--- src/logic/iclg_pkg.sv ---
// Constants and types shared by the interrupt control logic
package iclg_pkg;
    localparam int ADDR_W = 2;
    localparam int DATA_W = 8;
    localparam int NUM_SRC = 3;
    localparam int PORT_W = 4;
    localparam int EV_W = 3;
    localparam int PC_W = 13;
    // Register offsets
    localparam logic [1:0] OFF_CTRL = 2'h0;
    localparam logic [1:0] OFF_EVSTAT = 2'h1;
    localparam logic [1:0] OFF_EVMASK = 2'h2;
    localparam logic [1:0] OFF_STATE = 2'h3;
    // Control register fields: flags in [2:0], enables in [5:3], same source order
    localparam int GIE_BIT = 7;
    localparam int EN_LSB = 3;
    localparam int FLAG_LSB = 0;
    localparam int SRC_PORT = 0;
    localparam int SRC_EXT = 1;
    localparam int SRC_TMR = 2;
    localparam logic [7:0] CTRL_RESET = 8'h00;
    localparam logic [7:0] CTRL_MASK = 8'hbf;
    // Event status bits
    localparam int EV_TAKE = 0;
    localparam int EV_RET = 1;
    localparam int EV_BLOCK = 2;
    localparam logic [2:0] EV_RESET = 3'h0;
    // Core timing
    localparam logic [1:0] Q_LAST = 2'h3;
    localparam logic [1:0] Q_FIRST = 2'h0;
    localparam logic [12:0] VECTOR_ADDR = 13'h0004;
    typedef enum logic [1:0] {
        ST_RUN = 2'b00,
        ST_DUMMY = 2'b01,
        ST_VECTOR = 2'b10
    } iclg_state_t;
endpackage

--- src/logic/iclg_sync2.sv ---
// Two-stage synchroniser, parameterised width
`timescale 1ns/1ps
`default_nettype none
module iclg_sync2 #(
    parameter int W = 1
) (
    input wire logic clk,
    input wire logic rst_b,
    input wire logic ce,
    input wire logic [W-1:0] d,
    output logic [W-1:0] q
);
    logic [W-1:0] meta;

    always_ff @(posedge clk or negedge rst_b) begin
        if (!rst_b) begin
            meta <= '0;
            q <= '0;
        end else if (ce) begin
            meta <= d;
            q <= meta;
        end
    end
endmodule
`default_nettype wire

--- src/logic/iclg_interrupt_control.sv ---
// Interrupt control logic: source flags, enables, core redirection to the vector
`timescale 1ns/1ps
`default_nettype none
module iclg_interrupt_control (
    input wire logic ref_clk,
    input wire logic rst_b,
    input wire logic clkEn,
    input wire logic [1:0] regAddr,
    input wire logic [7:0] regWrData,
    input wire logic regWr,
    input wire logic regRd,
    output logic [7:0] regRdData,
    input wire logic externalIntPin,
    input wire logic [3:0] portBUpperPins,
    input wire logic timerZeroOverflow,
    input wire logic returnFromService,
    output logic intPending,
    output logic forceNop,
    output logic pushReturn,
    output logic vectorLoad,
    output logic [12:0] vectorAddr,
    output logic irqOut
);
    // ----------------------------------------------------------------
    // Reset release and pin synchronisers
    // ----------------------------------------------------------------
    logic rstSync;
    logic extSync;
    logic [3:0] portSync;
    logic extPrev;
    logic [3:0] portPrev;
    logic primed;
    logic [1:0] primeShift;

    iclg_sync2 #(.W(1)) uRstSync (
        .clk(ref_clk),
        .rst_b(rst_b),
        .ce(1'b1),
        .d(1'b1),
        .q(rstSync)
    );

    iclg_sync2 #(.W(1)) uExtSync (
        .clk(ref_clk),
        .rst_b(rstSync),
        .ce(clkEn),
        .d(externalIntPin),
        .q(extSync)
    );

    iclg_sync2 #(.W(4)) uPortSync (
        .clk(ref_clk),
        .rst_b(rstSync),
        .ce(clkEn),
        .d(portBUpperPins),
        .q(portSync)
    );

    // Prime waits until the synchroniser and the previous sample both hold pin values,
    // since pins need not sit at zero when reset ends
    always_ff @(posedge ref_clk or negedge rstSync) begin
        if (!rstSync) begin
            extPrev <= 1'b0;
            portPrev <= '0;
            primeShift <= 2'h0;
            primed <= 1'b0;
        end else if (clkEn) begin
            extPrev <= extSync;
            portPrev <= portSync;
            primeShift <= {primeShift[0], 1'b1};
            primed <= primeShift[1];
        end
    end

    // ----------------------------------------------------------------
    // Source events and decode
    // ----------------------------------------------------------------
    logic [7:0] ctrlReg;
    logic [2:0] evStatus;
    logic [2:0] evMask;
    logic [1:0] qPhase;
    logic gieClrSeen;
    iclg_pkg::iclg_state_t state;

    wire extRise = primed && extSync && !extPrev;
    wire portChange = primed && (portSync != portPrev);
    wire [2:0] srcEvent = {timerZeroOverflow, extRise, portChange};
    // flags and enables in control register
    wire [2:0] flags = ctrlReg[iclg_pkg::FLAG_LSB +: iclg_pkg::NUM_SRC];
    wire [2:0] enables = ctrlReg[iclg_pkg::EN_LSB +: iclg_pkg::NUM_SRC];
    wire global_int_enable = ctrlReg[iclg_pkg::GIE_BIT];

    wire ctrlWr = regWr && (regAddr == iclg_pkg::OFF_CTRL);
    wire evStatWr = regWr && (regAddr == iclg_pkg::OFF_EVSTAT);
    wire evMaskWr = regWr && (regAddr == iclg_pkg::OFF_EVMASK);
    wire gieWriteClear = ctrlWr && !regWrData[iclg_pkg::GIE_BIT];
    wire gieDropped = gieWriteClear || gieClrSeen;

    // request needs flag, enable and global enable
    // global enable gates every source; per-source enables
    wire intReq = global_int_enable && (|(flags & enables));
    wire cycleEnd = (qPhase == iclg_pkg::Q_LAST);
    // acceptance only at instruction-cycle boundaries, never per instruction
    wire atBoundary = cycleEnd && (state == iclg_pkg::ST_RUN);
    // a due request is dropped when the global enable was just cleared
    wire take = atBoundary && intReq && !gieDropped;
    wire blocked = atBoundary && (|(flags & enables)) && gieDropped;

    // ----------------------------------------------------------------
    // Control register next value
    // ----------------------------------------------------------------
    logic [7:0] next_ctrl;

    always_comb begin
        next_ctrl = ctrlReg;
        if (ctrlWr) begin
            next_ctrl = regWrData & iclg_pkg::CTRL_MASK;
        end
        if (returnFromService) begin
            next_ctrl[iclg_pkg::GIE_BIT] = 1'b1;
        end
        if (take) begin
            next_ctrl[iclg_pkg::GIE_BIT] = 1'b0;
        end
        // flags set regardless of enables; set beats a software clear
        next_ctrl[iclg_pkg::FLAG_LSB +: iclg_pkg::NUM_SRC] =
            next_ctrl[iclg_pkg::FLAG_LSB +: iclg_pkg::NUM_SRC] | srcEvent;
    end

    // flags are only cleared by a control register write or by reset
    always_ff @(posedge ref_clk or negedge rstSync) begin
        if (!rstSync) begin
            ctrlReg <= iclg_pkg::CTRL_RESET;
        end else if (clkEn) begin
            ctrlReg <= next_ctrl;
        end
    end

    // ----------------------------------------------------------------
    // Instruction phase and entry sequence
    // ----------------------------------------------------------------
    iclg_pkg::iclg_state_t next_state;

    always_comb begin
        next_state = state;
        case (state)
            iclg_pkg::ST_RUN: begin
                if (take) begin
                    next_state = iclg_pkg::ST_DUMMY;
                end
            end
            iclg_pkg::ST_DUMMY: begin
                if (cycleEnd) begin
                    next_state = iclg_pkg::ST_VECTOR;
                end
            end
            iclg_pkg::ST_VECTOR: begin
                if (cycleEnd) begin
                    next_state = iclg_pkg::ST_RUN;
                end
            end
            default: begin
                next_state = iclg_pkg::ST_RUN;
            end
        endcase
    end

    // event, boundary, dummy cycle, then vector fetch: three or four cycles
    wire next_vectorLoad = (state == iclg_pkg::ST_DUMMY) && cycleEnd;

    always_ff @(posedge ref_clk or negedge rstSync) begin
        if (!rstSync) begin
            state <= iclg_pkg::ST_RUN;
            qPhase <= iclg_pkg::Q_FIRST;
            vectorLoad <= 1'b0;
            pushReturn <= 1'b0;
            vectorAddr <= iclg_pkg::VECTOR_ADDR;
        end else if (clkEn) begin
            state <= next_state;
            qPhase <= qPhase + 2'h1;
            // push return address and load the vector together
            vectorLoad <= next_vectorLoad;
            pushReturn <= next_vectorLoad;
            vectorAddr <= iclg_pkg::VECTOR_ADDR;
        end
    end

    // no-op follows any instruction cycle with a control write clearing the global enable
    // flags untouched, so dropped requests return once enabled
    always_ff @(posedge ref_clk or negedge rstSync) begin
        if (!rstSync) begin
            gieClrSeen <= 1'b0;
            forceNop <= 1'b0;
            intPending <= 1'b0;
        end else if (clkEn) begin
            if (cycleEnd) begin
                gieClrSeen <= 1'b0;
                forceNop <= gieDropped;
            end else if (gieWriteClear) begin
                gieClrSeen <= 1'b1;
            end
            intPending <= intReq;
        end
    end

    // ----------------------------------------------------------------
    // Event status, mask and interrupt line
    // ----------------------------------------------------------------
    wire [2:0] evSet = {blocked, returnFromService, take};
    wire [2:0] evClr = evStatWr ? regWrData[2:0] : 3'h0;
    // Set wins over a write-one-to-clear in the same cycle
    wire [2:0] next_evStatus = (evStatus & ~evClr) | evSet;

    always_ff @(posedge ref_clk or negedge rstSync) begin
        if (!rstSync) begin
            evStatus <= iclg_pkg::EV_RESET;
            evMask <= iclg_pkg::EV_RESET;
            irqOut <= 1'b0;
        end else if (clkEn) begin
            evStatus <= next_evStatus;
            if (evMaskWr) begin
                evMask <= regWrData[2:0];
            end
            irqOut <= |(evStatus & evMask);
        end
    end

    // ----------------------------------------------------------------
    // Read port
    // ----------------------------------------------------------------
    wire [7:0] stateView = {4'h0, forceNop, intReq, state};
    wire [7:0] rdMux =
        (regAddr == iclg_pkg::OFF_CTRL) ? ctrlReg :
        (regAddr == iclg_pkg::OFF_EVSTAT) ? {5'h00, evStatus} :
        (regAddr == iclg_pkg::OFF_EVMASK) ? {5'h00, evMask} : stateView;

    // Data stands only in the cycle after the strobe
    always_ff @(posedge ref_clk or negedge rstSync) begin
        if (!rstSync) begin
            regRdData <= 8'h00;
        end else if (clkEn) begin
            regRdData <= regRd ? rdMux : 8'h00;
        end
    end
endmodule
`default_nettype wire

--- config.mk ---
export PLATFORM = sky130hd
export DESIGN_NAME = iclg_interrupt_control
export DESIGN_NICKNAME = d
export VERILOG_FILES = /design/src/logic/iclg_pkg.sv /design/src/logic/iclg_sync2.sv /design/src/logic/iclg_interrupt_control.sv
export SDC_FILE = /design/constraint.sdc
export NUM_CORES = 1
export LEC_CHECK = 0
export BUFFER_PORTS_ARGS = -buffer_cell sky130_fd_sc_hd__clkbuf_2
export CELL_PAD_IN_SITES_DETAIL_PLACEMENT = 1
export CELL_PAD_IN_SITES_GLOBAL_PLACEMENT = 2
export CORE_ASPECT_RATIO = 0.7
export CORE_UTILIZATION = 39
export DETAILED_ROUTE_END_ITERATION = 8
export PLACE_DENSITY_LB_ADDON = 0.1
export SLEW_MARGIN = 5
export SYNTH_ARGS = -nofsm -noshare
export SYNTH_HDL_FRONTEND = slang
export SYNTH_HIERARCHICAL = 1
export SYNTH_SLANG_ARGS = --single-unit
--- constraint.sdc ---
create_clock -name ref_clk -period 4.6 [get_ports ref_clk]
set_clock_uncertainty 0.15 [all_clocks]
set_input_delay 1.15 -clock ref_clk [delete_from_list [all_inputs] [get_ports ref_clk]]
set_output_delay 1.15 -clock ref_clk [all_outputs]
set_load 0.02 [all_outputs]
==> results summary <==
The die height came out at 67.1 µm. Row generation in the floorplan step produced 23 rows. The internal power of the cells came out at 757 µW. The proportion of power drawn by the clock network came out at 0.216. The buffer and inverter count on the worst path is 1.

Entering global routing, the biggest net connects 49 pins. The final weighted congestion in routability-driven placement is 0.781. The number of global-route vias before repair came out at 1506. The post-layout utilization of the core came out at 0.446. In this run the worst hold path is classified as register to async pin. Among all stages on the critical path, the largest delay is contributed by and4bb_1. After clock tree synthesis, the setup repair step added 0 buffers. The quantity of I/O buffers inserted on ports is 32.

The achievable frequency came out at 391 MHz. The highest fanout seen on the critical path is 30. After the first detailed-routing iteration, the DRC count stood at 40. The number of clock sinks came out at 49. The global routing usage summed across all routing layers is 0.176.

The root buffer cell chosen for the clock tree is clkbuf_8. In this run, distinct cell masters in the synthesized netlist total 40. The final layout contains routed wiring with a total length of around 4700 µm.

The core region area came out at 5780 µm². In this run the count of I/O pins placed on the die edge is 48. The maximum ir drop on the vdd rail came out at 0.156 mV. The total count of hold-check failures in the final report is 0. The number of antenna diodes came out at 0. The floorplan step set the die width to 94.9 µm. The minimum setup slack after placement came out at roughly 1700 ps. The clock slew at the register clock pins of the worst setup and hold paths is ~90 ps. The number of buffers on the longest clock path is 2. The power per unit of standard cell area came out at roughly 440 nW/µm². The remaining routing DRC violations is 0. Using the TritonRoute via totals, the vias-per-cell ratio works out to 4.95. TritonCTS built the clock tree. The combinational cell fraction of total power is 0.252. The first-pass GRT wire length is 7960 µm. Of the cells placed in the final design, the portion with a size suffix greater than 1 is 0.353. For this run, the slowest stage of the critical path takes 590 ps. The number of hold buffers added after CTS was 0.

The final antenna-violating net count came out at 0. The cell class contributing the biggest share of worst-path delay is simple AND/OR/NAND/NOR gates. The total net switching power is 382 µW.

The number of max-cap violations is 0. The post-detailed-route wirelength per cell came out at 16.1 µm. The clock period minus final worst setup slack came out at 2560 ps. The post-cts sizing count came out at 0. The synthesized netlist occupies a cell area of 2360 µm². In this run the tightest slew margin relative to its limit is 0.313. The path type of the worst setup path is input pin to register.

Setup repair after global routing left no endpoint under its margin. After the last flow step, the layout net total stands at 240. The synthesized area divided by synthesized cell count is roughly 13 µm². The static power due to leakage is approximately 1.2 nW. The detailed-router iteration count before antenna repair is 4. The number of H-tree levels came out at 2.

At the worst endpoint, the arrival time is 2600 ps. The sum of overflow across all layers after global routing is 0. The clock latency at the later pin of the worst-skew pair is 300 ps.

The area growth from synthesis to layout came out at 9.28%. The part of the Yosys area used for sequential elements is 0.520. The total clock buffers created by CTS is 5.

The count of warnings emitted by yosys is 6. The setup TNS is 0 ps. The flow ran to the end, and the final reports show no timing, DRC or antenna violations. The final setup violation count came out at 0. The final worst slack is 2040 ps. In the synthesized netlist, the number of instances is 185. The number of pins with negative max-slew slack in the final report is 0.

The portion of the clock cycle consumed by the worst path in the final layout is 0.555. The initial antenna violation count is 0. Of the total power, the share spent switching nets is 0.335. The HPWL reported at the end of detailed placement came out at 3450 µm. The required time reported for the critical path endpoint came out at 4640 ps. After synthesis the netlist holds a flip-flop and latch count of 49.

The endpoint class of the critical path is a register. Summing over every cut layer, the via total after detailed routing is roughly 1500. The initial utilization of the core area, before any placement, comes to 0.408. The share of total power dissipated in sequential elements is 0.532. The signal on the critical path passes through clkbuf_2, and4bb_1, nor2b_1, a221o_1. The floorplan step defined a die boundary enclosing 6370 µm². The worst setup path is launched from an input pin.

The actual slew at the worst max-slew pin came out at 1030 ps.
-- routing by layer --
layer  vias to the layer above  wire length, µm  GRT usage
met1                       718             2270      0.244
met4                         0               80     0.0739
met2                        41             2130      0.262
met3                         6              239     0.0434
li1                        686                -          -
met5                         -                0          0
-- placed cells by master, fill, tap and decap left out, types with 2 or more instances in the layout --
cell type  instances
clkbuf_8           5
dfrtp_1           48
a22o_1             4
xor2_1             5
conb_1            17
o21ai_0            8
mux2_4             9
nor2_1             2
clkbuf_2          32
nand3_1            2
clkinv_2           2
nor2b_1            3
inv_1              8
or3_1              2
nand3b_1           2
nand2_1           13
mux4_2             2
a222oi_1           2
mux2_2            19
o22ai_1            4
mux2i_1            3
a21oi_1            5
-- layout make-up --
type	count	area (µm²)
fill	631	3210
inverter	8	30.0
tap	75	93.8
multi-input combinational	120	976
timing repair buffer	33	168
clock buffer	6	72.6
clock inverter	2	10.0
sequential	49	1230
-- metrics by stage --
| step | power [mW] | cells | area, µm² | hold slack, ps |
|---|---|---|---|---|
| after global placement | 0.886 | 285 | 2490 | 294 |
| after global routing | 1.22 | 293 | 2580 | 343 |
| after floorplan | 0.817 | 200 | 2410 | 281 |
| final | 1.14 | 293 | 2580 | 314 |
| after CTS | 1.16 | 293 | 2580 | 324 |
| after detailed placement | 0.905 | 285 | 2490 | 300 |
-- final timing paths --
kind                       slack (ps)                       from  depth (start not counted)                   endpoint
min in group ref_clk              320  primeShift[0]$_DFFE_PN0P_                          1  primeShift[0]$_DFFE_PN0P_
max                              2040                      clkEn                          4     ctrlReg[2]$_DFFE_PN0P_
max in group asynchronous        3350     uRstSync/q$_DFFE_PN0P_                          0    evStatus[1]$_DFFE_PN0P_
max reg2reg                      3000      qPhase[0]$_DFFE_PN0P_                          4       state[0]$_DFFE_PN0P_
min reg2reg                       310     uRstSync/q$_DFFE_PN0P_                          0         irqOut$_DFFE_PN0P_
min                               310     uRstSync/q$_DFFE_PN0P_                          0         irqOut$_DFFE_PN0P_
-- power groups by stage --
stage	Sequential, mW	Combinational [mW]	Clock, mW
after floorplan	0.614	0.203	0
after global placement	0.609	0.277	0
after detailed placement	0.617	0.288	0
after CTS	0.608	0.291	0.258
after global routing	0.626	0.317	0.277
final	0.605	0.287	0.246
-- cell families after synthesis --
logic type / share of synthesized area
compound gates: 0.0912
xor+xnor: 0.0186
mux: 0.180
fa+ha+maj: 0.00530
other cells: 0.00318
simple gates: 0.0918
flops: 0.520
buf+inv: 0.0902
-- state kept, by name, summed over array words and instances (netlist names), 2 cells and up --
| name | count |
|---|---|
| evMask | 3 |
| uPortSync/q | 4 |
| primeShift | 2 |
| portPrev | 4 |
| uPortSync/meta | 4 |
| state | 2 |
| qPhase | 2 |
| ctrlReg | 7 |
| evStatus | 3 |
| regRdData | 7 |
-- cell usage after synthesis --
| master | number | area share |
|---|---|---|
| inv_1 | 8 | 0.013 |
| o211ai_1 | 1 | 0.0032 |
| a2111oi_4 | 1 | 0.012 |
| a221o_1 | 1 | 0.0042 |
| o22ai_1 | 4 | 0.011 |
| nand4b_4 | 1 | 0.010 |
| nor4_1 | 1 | 0.0027 |
| ha_1 | 1 | 0.0053 |
| or2_2 | 1 | 0.0027 |
| nand3b_1 | 2 | 0.0064 |
| o21ai_0 | 8 | 0.017 |
| nor2_1 | 2 | 0.0032 |
| or3_1 | 2 | 0.0053 |
| dfrtp_1 | 49 | 0.52 |
| nor2b_1 | 3 | 0.0080 |
| a222oi_1 | 2 | 0.0085 |
| nand2_2 | 1 | 0.0027 |
| xor2_1 | 5 | 0.019 |
| a21oi_1 | 5 | 0.011 |
| nand2_1 | 13 | 0.021 |
| mux2_4 | 9 | 0.057 |
| buf_2 | 2 | 0.0042 |
| mux4_2 | 2 | 0.019 |
| a22o_1 | 4 | 0.015 |
| nand4b_1 | 1 | 0.0037 |
| nor2_2 | 1 | 0.0027 |
| mux2_2 | 19 | 0.091 |
| and4_1 | 1 | 0.0037 |
| o221ai_1 | 1 | 0.0037 |
| nand3_1 | 2 | 0.0042 |
| or2_4 | 1 | 0.0037 |
| and4b_1 | 1 | 0.0042 |
| buf_6 | 4 | 0.019 |
| nand2b_1 | 1 | 0.0027 |
| buf_4 | 17 | 0.054 |
| mux2i_1 | 3 | 0.013 |
| a21o_1 | 1 | 0.0032 |
| conb_1 | 2 | 0.0032 |
| o2bb2ai_1 | 1 | 0.0037 |
| and4bb_1 | 1 | 0.0053 |
-- worst reg2reg max path: cells and delay by family (launching register included) --
kind / cells / cell delay [ps]
AOI/OAI and AO/OA: 2 / 620
adders and majority gates: 1 / 270
DFF: 1 / 370
and+or+nand+nor: 1 / 130
Note: power is estimated with default switching activity, not from simulation.
